[config.mk]
export PLATFORM = sky130hd
export DESIGN_NAME = hdc_top
export DESIGN_NICKNAME = d
export VERILOG_FILES = /design/src/rtl/hdc_pkg.sv /design/src/rtl/hdc_top.sv
export SDC_FILE = /design/constraint.sdc
export NUM_CORES = 1
export LEC_CHECK = 0
export BUFFER_PORTS_ARGS = -buffer_cell sky130_fd_sc_hd__buf_2
export CORE_MARGIN = 1.5
export CORE_UTILIZATION = 55
export CTS_BUF_LIST = sky130_fd_sc_hd__clkbuf_8 sky130_fd_sc_hd__clkbuf_16
export CTS_CLUSTER_DIAMETER = 100
export DETAILED_ROUTE_END_ITERATION = 16
export GPL_TIMING_DRIVEN = 0
export PLACE_DENSITY = 0.78
export SLEW_MARGIN = 20
export SYNTH_ARGS = -nofsm -noshare
export SYNTH_HDL_FRONTEND = slang
export SYNTH_SLANG_ARGS = --single-unit
export TNS_END_PERCENT = 1
[constraint.sdc]
create_clock -name clk_i -period 2.45 [get_ports clk_i]
set_input_delay 0.1225 -clock clk_i [delete_from_list [all_inputs] [get_ports clk_i]]
set_output_delay 0.1225 -clock clk_i [all_outputs]
set_load 0.05 [all_outputs]
[src/rtl/hdc_pkg.sv]
// constants and types shared by the halting debug control block
package hdc_pkg;
    // apb register byte offsets
    localparam logic [7:0] OFS_STC = 8'h00;
    localparam logic [7:0] OFS_DTR = 8'h04;
    localparam logic [7:0] OFS_EVCFG = 8'h08;
    // debug status and control field positions
    localparam int STC_HALTED = 0;
    localparam int STC_RESTARTED = 1;
    localparam int STC_NOPWRDWN = 9;
    localparam int STC_HALT_MODE = 14;
    localparam int STC_MON_MODE = 15;
    localparam int STC_WFULL = 29;
    localparam int STC_RFULL = 30;
    // reset values
    localparam logic [31:0] RST_WORD = 32'h0000_0000;
    localparam logic RST_RESTARTED = 1'b1;
    localparam logic [4:0] IR_CAPTURE = 5'h01;
    // scan port instruction codes
    localparam logic [4:0] IR_RESTART = 5'h04;
    localparam logic [4:0] IR_HALT = 5'h08;
    localparam logic [4:0] IR_STC = 5'h0d;
    localparam logic [4:0] IR_DTR = 5'h0e;
    localparam logic [4:0] IR_EVCFG = 5'h0f;
    localparam logic [4:0] IR_ITR = 5'h1d;
    localparam logic [4:0] IR_BYPASS = 5'h1f;
    // scan port state machine
    typedef enum logic [3:0] {
        TAP_TLR, TAP_RTI, TAP_SEL_DR, TAP_CAP_DR, TAP_SH_DR, TAP_EX1_DR, TAP_PA_DR, TAP_EX2_DR,
        TAP_UPD_DR, TAP_SEL_IR, TAP_CAP_IR, TAP_SH_IR, TAP_EX1_IR, TAP_PA_IR, TAP_EX2_IR, TAP_UPD_IR
    } hdc_tap_t;
endpackage

[src/rtl/hdc_top.sv]
// halting debug control: scan port, halt and restart handshakes, status and apb view
//
// The implementer's own choices: register access over APB and the placing of the registers.
`timescale 1ns/100ps
// Contract
// - halting mode bit 14, scan writable only
// - six events stop the core
// - hardware events halt only when debug allowed
// - scanned instructions forwarded to core while halted
// - data transfer register between core and probe
// - performance counters stop while halted
// - bit 1 set when restart completes
// - event config reachable by scan always
// - acknowledge shows halted debug state
// - permit low: bits 15:14 zero, no halt
// - external halt request forces halt
// - powerdown block output follows bit 9
// - three stage test clock synchronizer, returned
// - test clock synchronizer flops cleared by scan reset
// - halt command acts passing run test idle
// - halt commands work without halting mode
// - halted bit set on halt entry
// - halted: hold pc, mask irq, fetch itr
// - restart takes effect entering run test idle
// - code 00100 decodes as restart
// - code 01000 decodes as halt
module hdc_top
(
    // clock and reset
    input wire logic clk_i,
    input wire logic nrst_i,
    // apb slave
    input wire logic psel_i,
    input wire logic penable_i,
    input wire logic pwrite_i,
    input wire logic [7:0] paddr_i,
    input wire logic [31:0] pwdata_i,
    output logic [31:0] prdata_o,
    output logic pready_o,
    output logic pslverr_o,
    // debug scan port pins
    input wire logic tck_i,
    input wire logic tms_i,
    input wire logic tdi_i,
    input wire logic scan_port_reset_n_i,
    output logic tdo_o,
    output logic returned_test_clock_o,
    // external debug signals
    input wire logic debug_permit_in_i,
    input wire logic ext_halt_request_in_i,
    output logic debug_ack_out_o,
    output logic powerdown_block_out_o,
    // core side events
    input wire logic brk_hit_i,
    input wire logic wpt_hit_i,
    input wire logic soft_breakpoint_instr_i,
    input wire logic vector_catch_i,
    input wire logic debug_allowed_i,
    // core side control
    output logic core_halted_o,
    output logic counter_stop_o,
    output logic [31:0] itr_instr_o,
    output logic itr_valid_o,
    output logic [31:0] evcfg_o
);
    import hdc_pkg::*;

    ////////////////////////////////////////////////////////////////////////////////
    // test clock synchronizer and pin synchronizers

    logic tck_s1_reg, tck_s2_reg, tck_s3_reg;
    logic tms_s1_reg, tms_s2_reg, tdi_s1_reg, tdi_s2_reg;
    logic perm_s1_reg, perm_s2_reg, ext_s1_reg, ext_s2_reg;

    // a trst pulse must clear all three stages at once, so no clock is needed
    always_ff @(posedge clk_i or negedge scan_port_reset_n_i)
    begin
        if (!scan_port_reset_n_i)
        begin
            tck_s1_reg <= 1'b0;
            tck_s2_reg <= 1'b0;
            tck_s3_reg <= 1'b0;
        end
        else
        begin
            tck_s1_reg <= tck_i;
            tck_s2_reg <= tck_s1_reg;
            tck_s3_reg <= tck_s2_reg;
        end
    end

    // tms and tdi take the same two stages as the clock edge detector, so they stay aligned
    always_ff @(posedge clk_i or negedge nrst_i)
    begin
        if (!nrst_i)
        begin
            tms_s1_reg <= 1'b1;
            tms_s2_reg <= 1'b1;
            tdi_s1_reg <= 1'b0;
            tdi_s2_reg <= 1'b0;
            perm_s1_reg <= 1'b0;
            perm_s2_reg <= 1'b0;
            ext_s1_reg <= 1'b0;
            ext_s2_reg <= 1'b0;
        end
        else
        begin
            tms_s1_reg <= tms_i;
            tms_s2_reg <= tms_s1_reg;
            tdi_s1_reg <= tdi_i;
            tdi_s2_reg <= tdi_s1_reg;
            perm_s1_reg <= debug_permit_in_i;
            perm_s2_reg <= perm_s1_reg;
            ext_s1_reg <= ext_halt_request_in_i;
            ext_s2_reg <= ext_s1_reg;
        end
    end

    // the probe advances once this edge comes back, or raises its fault flag after 16 cycles, so no edge is missed unnoticed
    assign returned_test_clock_o = tck_s3_reg;

    wire tck_rise = tck_s2_reg & ~tck_s3_reg;
    wire tck_fall = ~tck_s2_reg & tck_s3_reg;

    ////////////////////////////////////////////////////////////////////////////////
    // scan port state machine

    function automatic hdc_tap_t tap_next(input hdc_tap_t s, input logic tms);
        case (s)
            TAP_TLR: tap_next = tms ? TAP_TLR : TAP_RTI;
            TAP_RTI: tap_next = tms ? TAP_SEL_DR : TAP_RTI;
            TAP_SEL_DR: tap_next = tms ? TAP_SEL_IR : TAP_CAP_DR;
            TAP_CAP_DR: tap_next = tms ? TAP_EX1_DR : TAP_SH_DR;
            TAP_SH_DR: tap_next = tms ? TAP_EX1_DR : TAP_SH_DR;
            TAP_EX1_DR: tap_next = tms ? TAP_UPD_DR : TAP_PA_DR;
            TAP_PA_DR: tap_next = tms ? TAP_EX2_DR : TAP_PA_DR;
            TAP_EX2_DR: tap_next = tms ? TAP_UPD_DR : TAP_SH_DR;
            TAP_UPD_DR: tap_next = tms ? TAP_SEL_DR : TAP_RTI;
            TAP_SEL_IR: tap_next = tms ? TAP_TLR : TAP_CAP_IR;
            TAP_CAP_IR: tap_next = tms ? TAP_EX1_IR : TAP_SH_IR;
            TAP_SH_IR: tap_next = tms ? TAP_EX1_IR : TAP_SH_IR;
            TAP_EX1_IR: tap_next = tms ? TAP_UPD_IR : TAP_PA_IR;
            TAP_PA_IR: tap_next = tms ? TAP_EX2_IR : TAP_PA_IR;
            TAP_EX2_IR: tap_next = tms ? TAP_UPD_IR : TAP_SH_IR;
            TAP_UPD_IR: tap_next = tms ? TAP_SEL_DR : TAP_RTI;
            default: tap_next = TAP_TLR;
        endcase
    endfunction

    hdc_tap_t tap_reg;
    logic [4:0] ir_reg, ir_sh_reg;
    logic [31:0] dr_sh_reg;
    logic byp_reg, tdo_reg;

    hdc_tap_t tap_next_w;
    assign tap_next_w = tap_next(tap_reg, tms_s2_reg);

    wire rti_entry = tck_rise & (tap_next_w == TAP_RTI) & (tap_reg != TAP_RTI);
    wire cmd_restart = (ir_reg == IR_RESTART);
    wire cmd_halt = (ir_reg == IR_HALT);
    wire sel_stc = (ir_reg == IR_STC);
    wire sel_dtr = (ir_reg == IR_DTR);
    wire sel_evcfg = (ir_reg == IR_EVCFG);
    wire sel_itr = (ir_reg == IR_ITR);
    wire sel_long = sel_stc | sel_dtr | sel_evcfg | sel_itr;
    wire upd_dr = tck_rise & (tap_reg == TAP_UPD_DR);
    wire cap_dr = tck_rise & (tap_reg == TAP_CAP_DR);
    wire upd_dtr = upd_dr & sel_dtr;
    wire cap_dtr = cap_dr & sel_dtr;
    wire upd_stc = upd_dr & sel_stc;
    wire upd_itr = upd_dr & sel_itr;

    ////////////////////////////////////////////////////////////////////////////////
    // debug state and status registers

    logic halted_reg, restarted_reg, halt_mode_reg, mon_mode_reg, nopwrdwn_reg, rfull_reg, wfull_reg;
    logic [31:0] rdtr_reg, wdtr_reg, evcfg_reg, itr_reg;
    logic itr_valid_reg;

    // mode bits read as zero while debug is not permitted
    function automatic logic [31:0] stc_view(input logic permit, input logic hm, input logic mm,
                                             input logic pd, input logic hl, input logic rs,
                                             input logic rf, input logic wf);
        logic [31:0] v;
        v = RST_WORD;
        v[STC_HALTED] = hl;
        v[STC_RESTARTED] = rs;
        v[STC_NOPWRDWN] = pd;
        v[STC_HALT_MODE] = hm & permit;
        v[STC_MON_MODE] = mm & permit;
        v[STC_WFULL] = wf;
        v[STC_RFULL] = rf;
        stc_view = v;
    endfunction

    wire [31:0] stc_w = stc_view(perm_s2_reg, halt_mode_reg, mon_mode_reg, nopwrdwn_reg,
                                 halted_reg, restarted_reg, rfull_reg, wfull_reg);

    always_ff @(posedge clk_i or negedge nrst_i)
    begin
        if (!nrst_i)
        begin
            tap_reg <= TAP_TLR;
            ir_reg <= IR_BYPASS;
            ir_sh_reg <= IR_CAPTURE;
            dr_sh_reg <= RST_WORD;
            byp_reg <= 1'b0;
            tdo_reg <= 1'b0;
        end
        else if (tck_rise)
        begin
            tap_reg <= tap_next_w;
            case (tap_reg)
                TAP_TLR: ir_reg <= IR_BYPASS;
                TAP_CAP_IR: ir_sh_reg <= IR_CAPTURE;
                TAP_SH_IR: ir_sh_reg <= {tdi_s2_reg, ir_sh_reg[4:1]};
                TAP_CAP_DR:
                begin
                    byp_reg <= 1'b0;
                    dr_sh_reg <= sel_stc ? stc_w : sel_dtr ? wdtr_reg : sel_evcfg ? evcfg_reg : itr_reg;
                end
                TAP_SH_DR:
                begin
                    byp_reg <= tdi_s2_reg;
                    dr_sh_reg <= {tdi_s2_reg, dr_sh_reg[31:1]};
                end
                default: byp_reg <= byp_reg;
            endcase
        end
        else if (tck_fall)
        begin
            tdo_reg <= (tap_reg == TAP_SH_IR) ? ir_sh_reg[0] : sel_long ? dr_sh_reg[0] : byp_reg;
            // new instruction settles on the falling edge, so the rise into run test idle already acts on it
            if (tap_reg == TAP_UPD_IR)
                ir_reg <= ir_sh_reg;
        end
    end

    assign tdo_o = tdo_reg;

    ////////////////////////////////////////////////////////////////////////////////
    // halt and restart

    wire hw_event = brk_hit_i | wpt_hit_i | soft_breakpoint_instr_i | vector_catch_i;
    wire hw_halt = halt_mode_reg & hw_event;
    // scanned halt and external request do not need the mode bit, so a core can be stopped after reset
    wire cmd_halt_go = rti_entry & cmd_halt;
    wire halt_go = ~halted_reg & perm_s2_reg & debug_allowed_i & (hw_halt | ext_s2_reg | cmd_halt_go);
    wire restart_go = halted_reg & rti_entry & cmd_restart;

    always_ff @(posedge clk_i or negedge nrst_i)
    begin
        if (!nrst_i)
        begin
            halted_reg <= 1'b0;
            restarted_reg <= RST_RESTARTED;
        end
        else if (halt_go)
        begin
            halted_reg <= 1'b1;
            restarted_reg <= 1'b0;
        end
        else if (restart_go)
        begin
            halted_reg <= 1'b0;
            restarted_reg <= 1'b1;
        end
    end

    assign debug_ack_out_o = halted_reg;
    assign core_halted_o = halted_reg;
    assign counter_stop_o = halted_reg;
    assign powerdown_block_out_o = nopwrdwn_reg;

    ////////////////////////////////////////////////////////////////////////////////
    // apb slave

    logic pready_reg, pslverr_reg;
    logic [31:0] prdata_reg;

    wire apb_setup = psel_i & ~penable_i;
    wire apb_fire = psel_i & penable_i & pready_reg;
    wire hit_stc = (paddr_i == OFS_STC);
    wire hit_dtr = (paddr_i == OFS_DTR);
    wire hit_evcfg = (paddr_i == OFS_EVCFG);
    wire apb_hit = hit_stc | hit_dtr | hit_evcfg;
    wire apb_rd_dtr = apb_fire & ~pwrite_i & hit_dtr;
    wire apb_wr_dtr = apb_fire & pwrite_i & hit_dtr;
    wire [31:0] rd_mux = hit_stc ? stc_w : hit_dtr ? rdtr_reg : hit_evcfg ? evcfg_reg : RST_WORD;

    // no wait state: pready and prdata come straight from flops loaded in the setup cycle
    always_ff @(posedge clk_i or negedge nrst_i)
    begin
        if (!nrst_i)
        begin
            pready_reg <= 1'b0;
            pslverr_reg <= 1'b0;
            prdata_reg <= RST_WORD;
        end
        else
        begin
            pready_reg <= apb_setup;
            pslverr_reg <= apb_setup & ~apb_hit;
            prdata_reg <= (apb_setup & ~pwrite_i) ? rd_mux : RST_WORD;
        end
    end

    assign pready_o = pready_reg;
    assign pslverr_o = pslverr_reg;
    assign prdata_o = prdata_reg;

    ////////////////////////////////////////////////////////////////////////////////
    // scan written registers, data transfer and instruction transfer

    always_ff @(posedge clk_i or negedge nrst_i)
    begin
        if (!nrst_i)
        begin
            halt_mode_reg <= 1'b0;
            mon_mode_reg <= 1'b0;
            nopwrdwn_reg <= 1'b0;
            evcfg_reg <= RST_WORD;
            itr_reg <= RST_WORD;
            itr_valid_reg <= 1'b0;
            rdtr_reg <= RST_WORD;
            wdtr_reg <= RST_WORD;
            rfull_reg <= 1'b0;
            wfull_reg <= 1'b0;
        end
        else
        begin
            // apb writes never reach the mode bits
            if (upd_stc)
            begin
                halt_mode_reg <= dr_sh_reg[STC_HALT_MODE];
                mon_mode_reg <= dr_sh_reg[STC_MON_MODE];
                nopwrdwn_reg <= dr_sh_reg[STC_NOPWRDWN];
            end
            if (upd_dr & sel_evcfg)
            begin
                evcfg_reg <= dr_sh_reg;
            end
            // instructions scanned while running are dropped, the core only fetches from here when halted
            itr_valid_reg <= upd_itr & halted_reg;
            if (upd_itr)
            begin
                itr_reg <= dr_sh_reg;
            end
            if (upd_dtr)
            begin
                rdtr_reg <= dr_sh_reg;
            end
            if (apb_wr_dtr)
            begin
                wdtr_reg <= pwdata_i;
            end
            // set wins over clear on both full flags
            rfull_reg <= upd_dtr | (rfull_reg & ~apb_rd_dtr);
            wfull_reg <= apb_wr_dtr | (wfull_reg & ~cap_dtr);
        end
    end

    assign evcfg_o = evcfg_reg;
    assign itr_instr_o = itr_reg;
    assign itr_valid_o = itr_valid_reg;
endmodule

==> results.tsv, run 1 <==
metric	value	unit
status	completed	
final_max_slew_viol_count	0	
synth_edf_count	0	
finalCritPeriodShare	95.0	%
placed_area	11200	um^2
syn_area_per_cell	12.0	um^2
firstDrtPassIters	5	
area_delta_synth_final	24.9	%
root_buffer	clkbuf_16	
clk_latency	520	ps
fin_area	12500	um^2
route.detailed.drc	0	
die_w	138	um
ys_seq_elements	229	
synthesis.area	10000	um^2
cts_buffers	24	
rows	49	
synthCells	835	
routed_via_density	5.82	
grt_max_degree	101	
cp.arrival	2740	ps
synth_area_leaders	dfrtp_1 55%, mux2_2 11%, mux2i_1 4.6%, mux2_1 3.8%, nand2_1 2.9%	
clkTransAtPathRegs	60	ps
avgRoutedWirePerCell	19.9	um
endpoint_kind	flip-flop	
setup_viol	0	
dp.cells	1226	
period_minus_slack	2330	ps
fin_skew	19.3	ps
die-area	19000	um^2
grt-ovfl-total	0	
place.gp.congestion	0.852	
critPathMaxFanout	10	
ir_worst_vdd	0.679	mV
track_usage	27.6	%
min_path_type	in -> reg	
instances_no_fill	1316	
num_vias	7653	
tightest_slew	852	ps
io-pin-count	161	
grt_antenna_before_repair	0	
power_density	786	nW/um^2
relSlewSlack	41.7	%
clock-sinks	229	
syn_nets	893	
ys_seq_area_share	57.3	%
synth_warnings	0	
yosys_most_used_dff	dfrtp_1	
antenna_cells	0	
synth_common_cells	220 x dfrtp_1, 97 x mux2_2, 78 x nand2_1, 78 x nor2_1, 46 x mux2i_1	
portBuffers	160	
max_freq	0.430	GHz
grt_pass1_vias	7357	
required	2860	ps
nNetsFinal	1128	
fill_cells	1261	
initial_core_util	56.0	%
max-clock-path-buffers	3	
rsz0062_at_grt	no	
synth_top_cell_by_area	dfrtp_1	
ant_nets	0	
first_iter_violations	530	
core_area	17900	um^2
async_flop_share	100	%
yosysTopAreaCellShare	54.9	%
drive_gt1_share	32.3	%
place_hpwl	17.1	mm
finalHoldViolCount	0	
cap_violations	0	
synth_cell_type_count	56	
crit_path_start_kind	flip-flop	
critical_path_class	reg -> reg	
die_h	138	um
grt_pass1_wl	40.3	mm
drt-total-wl	26.1	mm
cts_max_level	1	
cts_tree	done	
power_leakage	0.00623	uW
synth_most_common_cell	dfrtp_1	
cells by family (layout without fill, tap and decap cells):
group                    Yosys count  count (layout)  synth area share [%]
AO/OA/AOI/OAI                    137             137                  9.46
adder cells (fa/ha/maj)            2               2                 0.250
buffers and inverters             69             321                  3.20
flip-flops                       229             229                  57.3
multiplexers                     177             177                  19.3
AND/OR/NAND/NOR                  221             221                  10.5
where the power goes:
| part | internal [uW] | switching, uW | leakage (uW) |
|---|---|---|---|
| Sequential | 4030 | 258 | 0.00311 |
| Clock | 2380 | 1480 | 0.000440 |
| Combinational | 621 | 1070 | 0.00268 |
| Total | 7040 | 2800 | 0.00623 |
routing by layer:
| metal | vias up | GRT usage [%] | wire, um |
|---|---|---|---|
| li1 | 3460 | - | - |
| met1 | 3833 | 37.6 | 11000 |
| met2 | 317 | 46.4 | 12800 |
| met3 | 43 | 4.06 | 1740 |
| met4 | 0 | 7.75 | 612 |
| met5 | - | 0 | 0 |
final timing paths:
check,slack [ps],endpoint,startpoint,cells after the start
min,30,prdata_o[9],paddr_i[2],3
min in group asynchronous,50,wdtr_reg[4],nrst_i,2
max in group asynchronous,1620,ir_reg[4],nrst_i,3
max,120,dr_sh_reg[18],returned_test_clock_o,8
min reg2reg,340,ext_s2_reg,ext_s1_reg,0
max reg2reg,120,dr_sh_reg[18],returned_test_clock_o,8
area by class of cell:
| class | count | area [um^2] | share of cell area [%] |
|---|---|---|---|
| clock buffers | 29 | 681 | 5.44 |
| well taps | 229 | 287 | 2.29 |
| repair buffers | 209 | 1330 | 10.7 |
| plain buffers | 58 | 288 | 2.30 |
| inverters | 11 | 41.3 | 0.330 |
| clock inverters | 14 | 164 | 1.31 |
| flip-flops and latches | 229 | 5740 | 45.9 |
| multi-input cells | 537 | 3980 | 31.8 |
worst max-delay path, stage by stage (launching register included):
cell and delay [ps]:
dfrtp_1 400, inv_1 70, ha_1 270, or3b_1 430
nor2_4 280, nand2b_1 100, clkbuf_2 200, buf_2 230
o221ai_1 240
repair_timing:
action	4_1_cts	5_1_grt
setup buffers	1	0
endpoints found under the hold margin	260	0
hold buffers	46	0
gates resized for setup	5	10
endpoints found under the setup margin	29	27
pin swaps	1	0
stage by stage:
step | utilization [%] | total power (uW) | setup slack (ps) | setup TNS [ps] | hold WS (ps)
6_report | 69.9 | 9840 | 122 | 0 | 26.3
5_1_grt | 69.9 | 10200 | 16.1 | 0 | 69.1
4_1_cts | 69.9 | 9850 | 8.96 | 0 | 13.4
3_5_place_dp | 62.4 | 5930 | -242 | -4020 | -81.3
3_3_place_gp | 62.1 | 5880 | -2590 | -571850 | -82.3
2_1_floorplan | - | 5390 | 300 | 0 | -173
layout by cell type, fill, tap and decap left out, drive strengths merged, types with 2 or more instances in the layout:
master | netlist | final
dfrtp | 220 | 220
buf | 30 | 193
mux2 | 131 | 131
nor2 | 79 | 79
nand2 | 78 | 78
clkbuf | 28 | 57
mux2i | 46 | 46
dlygate4sd3 | 0 | 46
a21oi | 39 | 39
a22oi | 25 | 25
o221ai | 24 | 24
nand2b | 20 | 20
inv | 11 | 16
a31oi | 13 | 13
nor2b | 11 | 11
o21ai | 10 | 10
dfstp | 9 | 9
a2111oi | 8 | 8
nand3 | 7 | 7
clkinv | 0 | 5
nand3b | 4 | 4
bufinv | 0 | 4
and3 | 3 | 3
o211ai | 3 | 3
nor3 | 3 | 3
and4b | 2 | 2
a21o | 2 | 2
a32o | 2 | 2
o32ai | 2 | 2
a211oi | 2 | 2
or2b | 2 | 2
ha | 2 | 2
nor4b | 2 | 2
or3b | 2 | 2
Note: power is estimated with default switching activity, not from simulation.
==> inputs of run 2 (changes only) <==
CORE_ASPECT_RATIO = 1.25   (was default)
PLACE_DENSITY = 0.86   (was 0.78)
==> results.tsv, run 2 (synthesized netlist as in run 1, its figures left out) <==
metric	value	unit	change
post_cts_buffers	0		-1
clkTransAtPathRegs	60	ps	about the same
ant_nets	0		unchanged
clock-sinks	229		unchanged
grt_pass1_vias	8464		+15%
die_h	154	um	+12%
drive_gt1_share	32.0	%	-0.28 points
drt-total-wl	27.5	mm	+5.3%
endpoint_kind	flip-flop		
ir_worst_vdd	0.633	mV	-6.8%
track_usage	30.2	%	+2.6 points
relSlewSlack	51.0	%	+9.3 points
rows	55		+12%
path_cells	buf_2 -> nand4b_1 -> clkbuf_1 -> clkbuf_1 -> a21oi_1 -> o221ai_1		
die-area	19000	um^2	about the same
power_leakage	0.00620	uW	-0.53%
fin_skew	15.6	ps	-3.68 ps
crit_family	buffers and inverters		
initial_core_util	55.8	%	-0.18 points
grt_max_degree	88		-13%
rsz0062_at_grt	yes		
tightest_slew	717	ps	-135 ps
first_iter_violations	696		+31%
grt_antenna_before_repair	0		unchanged
finalCritPeriodShare	102	%	+7.0 points
required	2860	ps	about the same
grt-ovfl-total	0		unchanged
num_vias	7828		+2.3%
nNetsFinal	1127		-0.089%
cts_max_level	1		unchanged
reg2regPathDepth	6		-2
final_max_slew_viol_count	0		unchanged
crit_top_cell	clkbuf_1		
die_w	124	um	-10%
placed_area	11200	um^2	about the same
r2r_start	ir_reg[4]		
r2r-end	dr_sh_reg[23]		
cp_slowest_cell	clkbuf_1		
period_minus_slack	2500	ps	+171 ps
routed_via_density	5.96		+2.5%
final_cell_mix	220 x dfrtp_1, 181 x buf_2, 97 x mux2_2, 78 x nor2_1, 78 x nand2_1		
clk_latency	530	ps	about the same
fin_ws	-48.9	ps	-171 ps
firstDrtPassIters	6		+1
final_common_cell	dfrtp_1		
route.detailed.drc	0		unchanged
avgRoutedWirePerCell	20.9	um	+5.5%
fin_area	12500	um^2	-0.26%
cap_violations	0		unchanged
place_hpwl	17.7	mm	+4.0%
max_freq	0.400	GHz	-6.9%
io-pin-count	161		unchanged
violations	setup timing		
startpoint	ir_reg[4]		
max-clock-path-buffers	3		unchanged
root_buffer	clkbuf_16		
crit_path_start_kind	flip-flop		
grt_pass1_wl	44.4	mm	+10%
core_area	18000	um^2	+0.33%
power_density	782	nW/um^2	-0.47%
crit_end	dr_sh_reg[23]		
finalHoldViolCount	0		unchanged
critPathMaxFanout	10		unchanged
timing.hold.ws	64.3	ps	+38.0 ps
path_depth	6		-2
area_delta_synth_final	24.5	%	
place.gp.congestion	0.853		about the same
cts_tree	done		
cp.arrival	2910	ps	+170 ps
critPathBufInv	3		unchanged
finalPower	9760	uW	-0.72%
min_path_type	in -> reg		
r2r_slack	-50	ps	-170 ps
cts_buffers	24		unchanged
cp_slowest_stage_delay	540	ps	+110 ps
portBuffers	160		unchanged
status	finished with violations		
critical_path_class	reg -> reg		
setup_viol	1		+1
==> run 2: cell count changes in the layout (fill, tap and decap cells not counted) <==
cell	previous run	this run
buf_4	4	3
bufinv_16	4	2
clkbuf_1	21	24
clkbuf_16	25	24
clkbuf_2	7	4
clkbuf_8	4	9
clkinv_2	5	2
clkinv_8	0	1
diode_2	0	1
inv_1	16	14
==> run 2: per-stage QoR <==
stage / cells / setup WS (ps) / utilization, % / TNS (ps)
final: 1313 / -48.9 / 69.5 / -48.9
after floorplan: 835 / 300 / - / 0
after CTS: 1312 / 13.5 / 69.4 / 0
after global placement: 1223 / -2510 / 61.9 / -553770
after global routing: 1312 / -109 / 69.5 / -390
after detailed placement: 1225 / -133 / 62.2 / -2470
==> run 2: what timing repair did <==
action,in CTS,in global routing
resized for setup,3,6
hold endpoints to repair,119,0
setup endpoints to repair,29,28
hold buffers,46,0
==> run 2: cell type report <==
class / count / area, um^2
inverters: 11 / 41.3
well taps: 228 / 285
multi-input cells: 537 / 3980
plain buffers: 58 / 284
clock buffers: 33 / 724
clock inverters: 8 / 97.6
flip-flops and latches: 229 / 5740
fillers: 1230 / 5480
repair buffers: 208 / 1330
diodes: 1 / 2.50
==> run 2: how the worst min path moves through the flow <==
| stage | cells past startpoint | from | end | slack (ps) |
|---|---|---|---|---|
| final | 4 | debug_allowed_i | restarted_reg | 60 |
| after global placement | 1 | scan_port_reset_n_i | tck_s1_reg | -80 |
| after global routing | 3 | paddr_i[2] | prdata_o[14] | 90 |
| after floorplan | 0 | nrst_i | byp_reg | -170 |
| after CTS | 3 | paddr_i[2] | prdata_o[14] | 60 |
| after detailed placement | 1 | scan_port_reset_n_i | returned_test_clock_o | -80 |
==> run 2: layer usage <==
metal | up-vias | part of all wire [%] | GRT usage (%)
met4 | 0 | 4.5 | 14.9
li1 | 3443 | - | -
met1 | 3965 | 38 | 36.0
met2 | 316 | 51 | 52.0
met5 | - | 0 | 0
met3 | 104 | 6.4 | 5.42
==> run 2: power by group <==
part,leakage [uW],internal (uW),switching [uW]
combinational,0.00267,618,1090
sequential,0.00311,4030,270
clock,0.000419,2260,1490
==> run 2: worst reg2reg max path, cell delays in order, from the launching register on <==
cell and delay [ps]:
dfstp_2 510, buf_2 200, nand4b_1 210, clkbuf_1 540, clkbuf_1 490, a21oi_1 140, o221ai_1 290
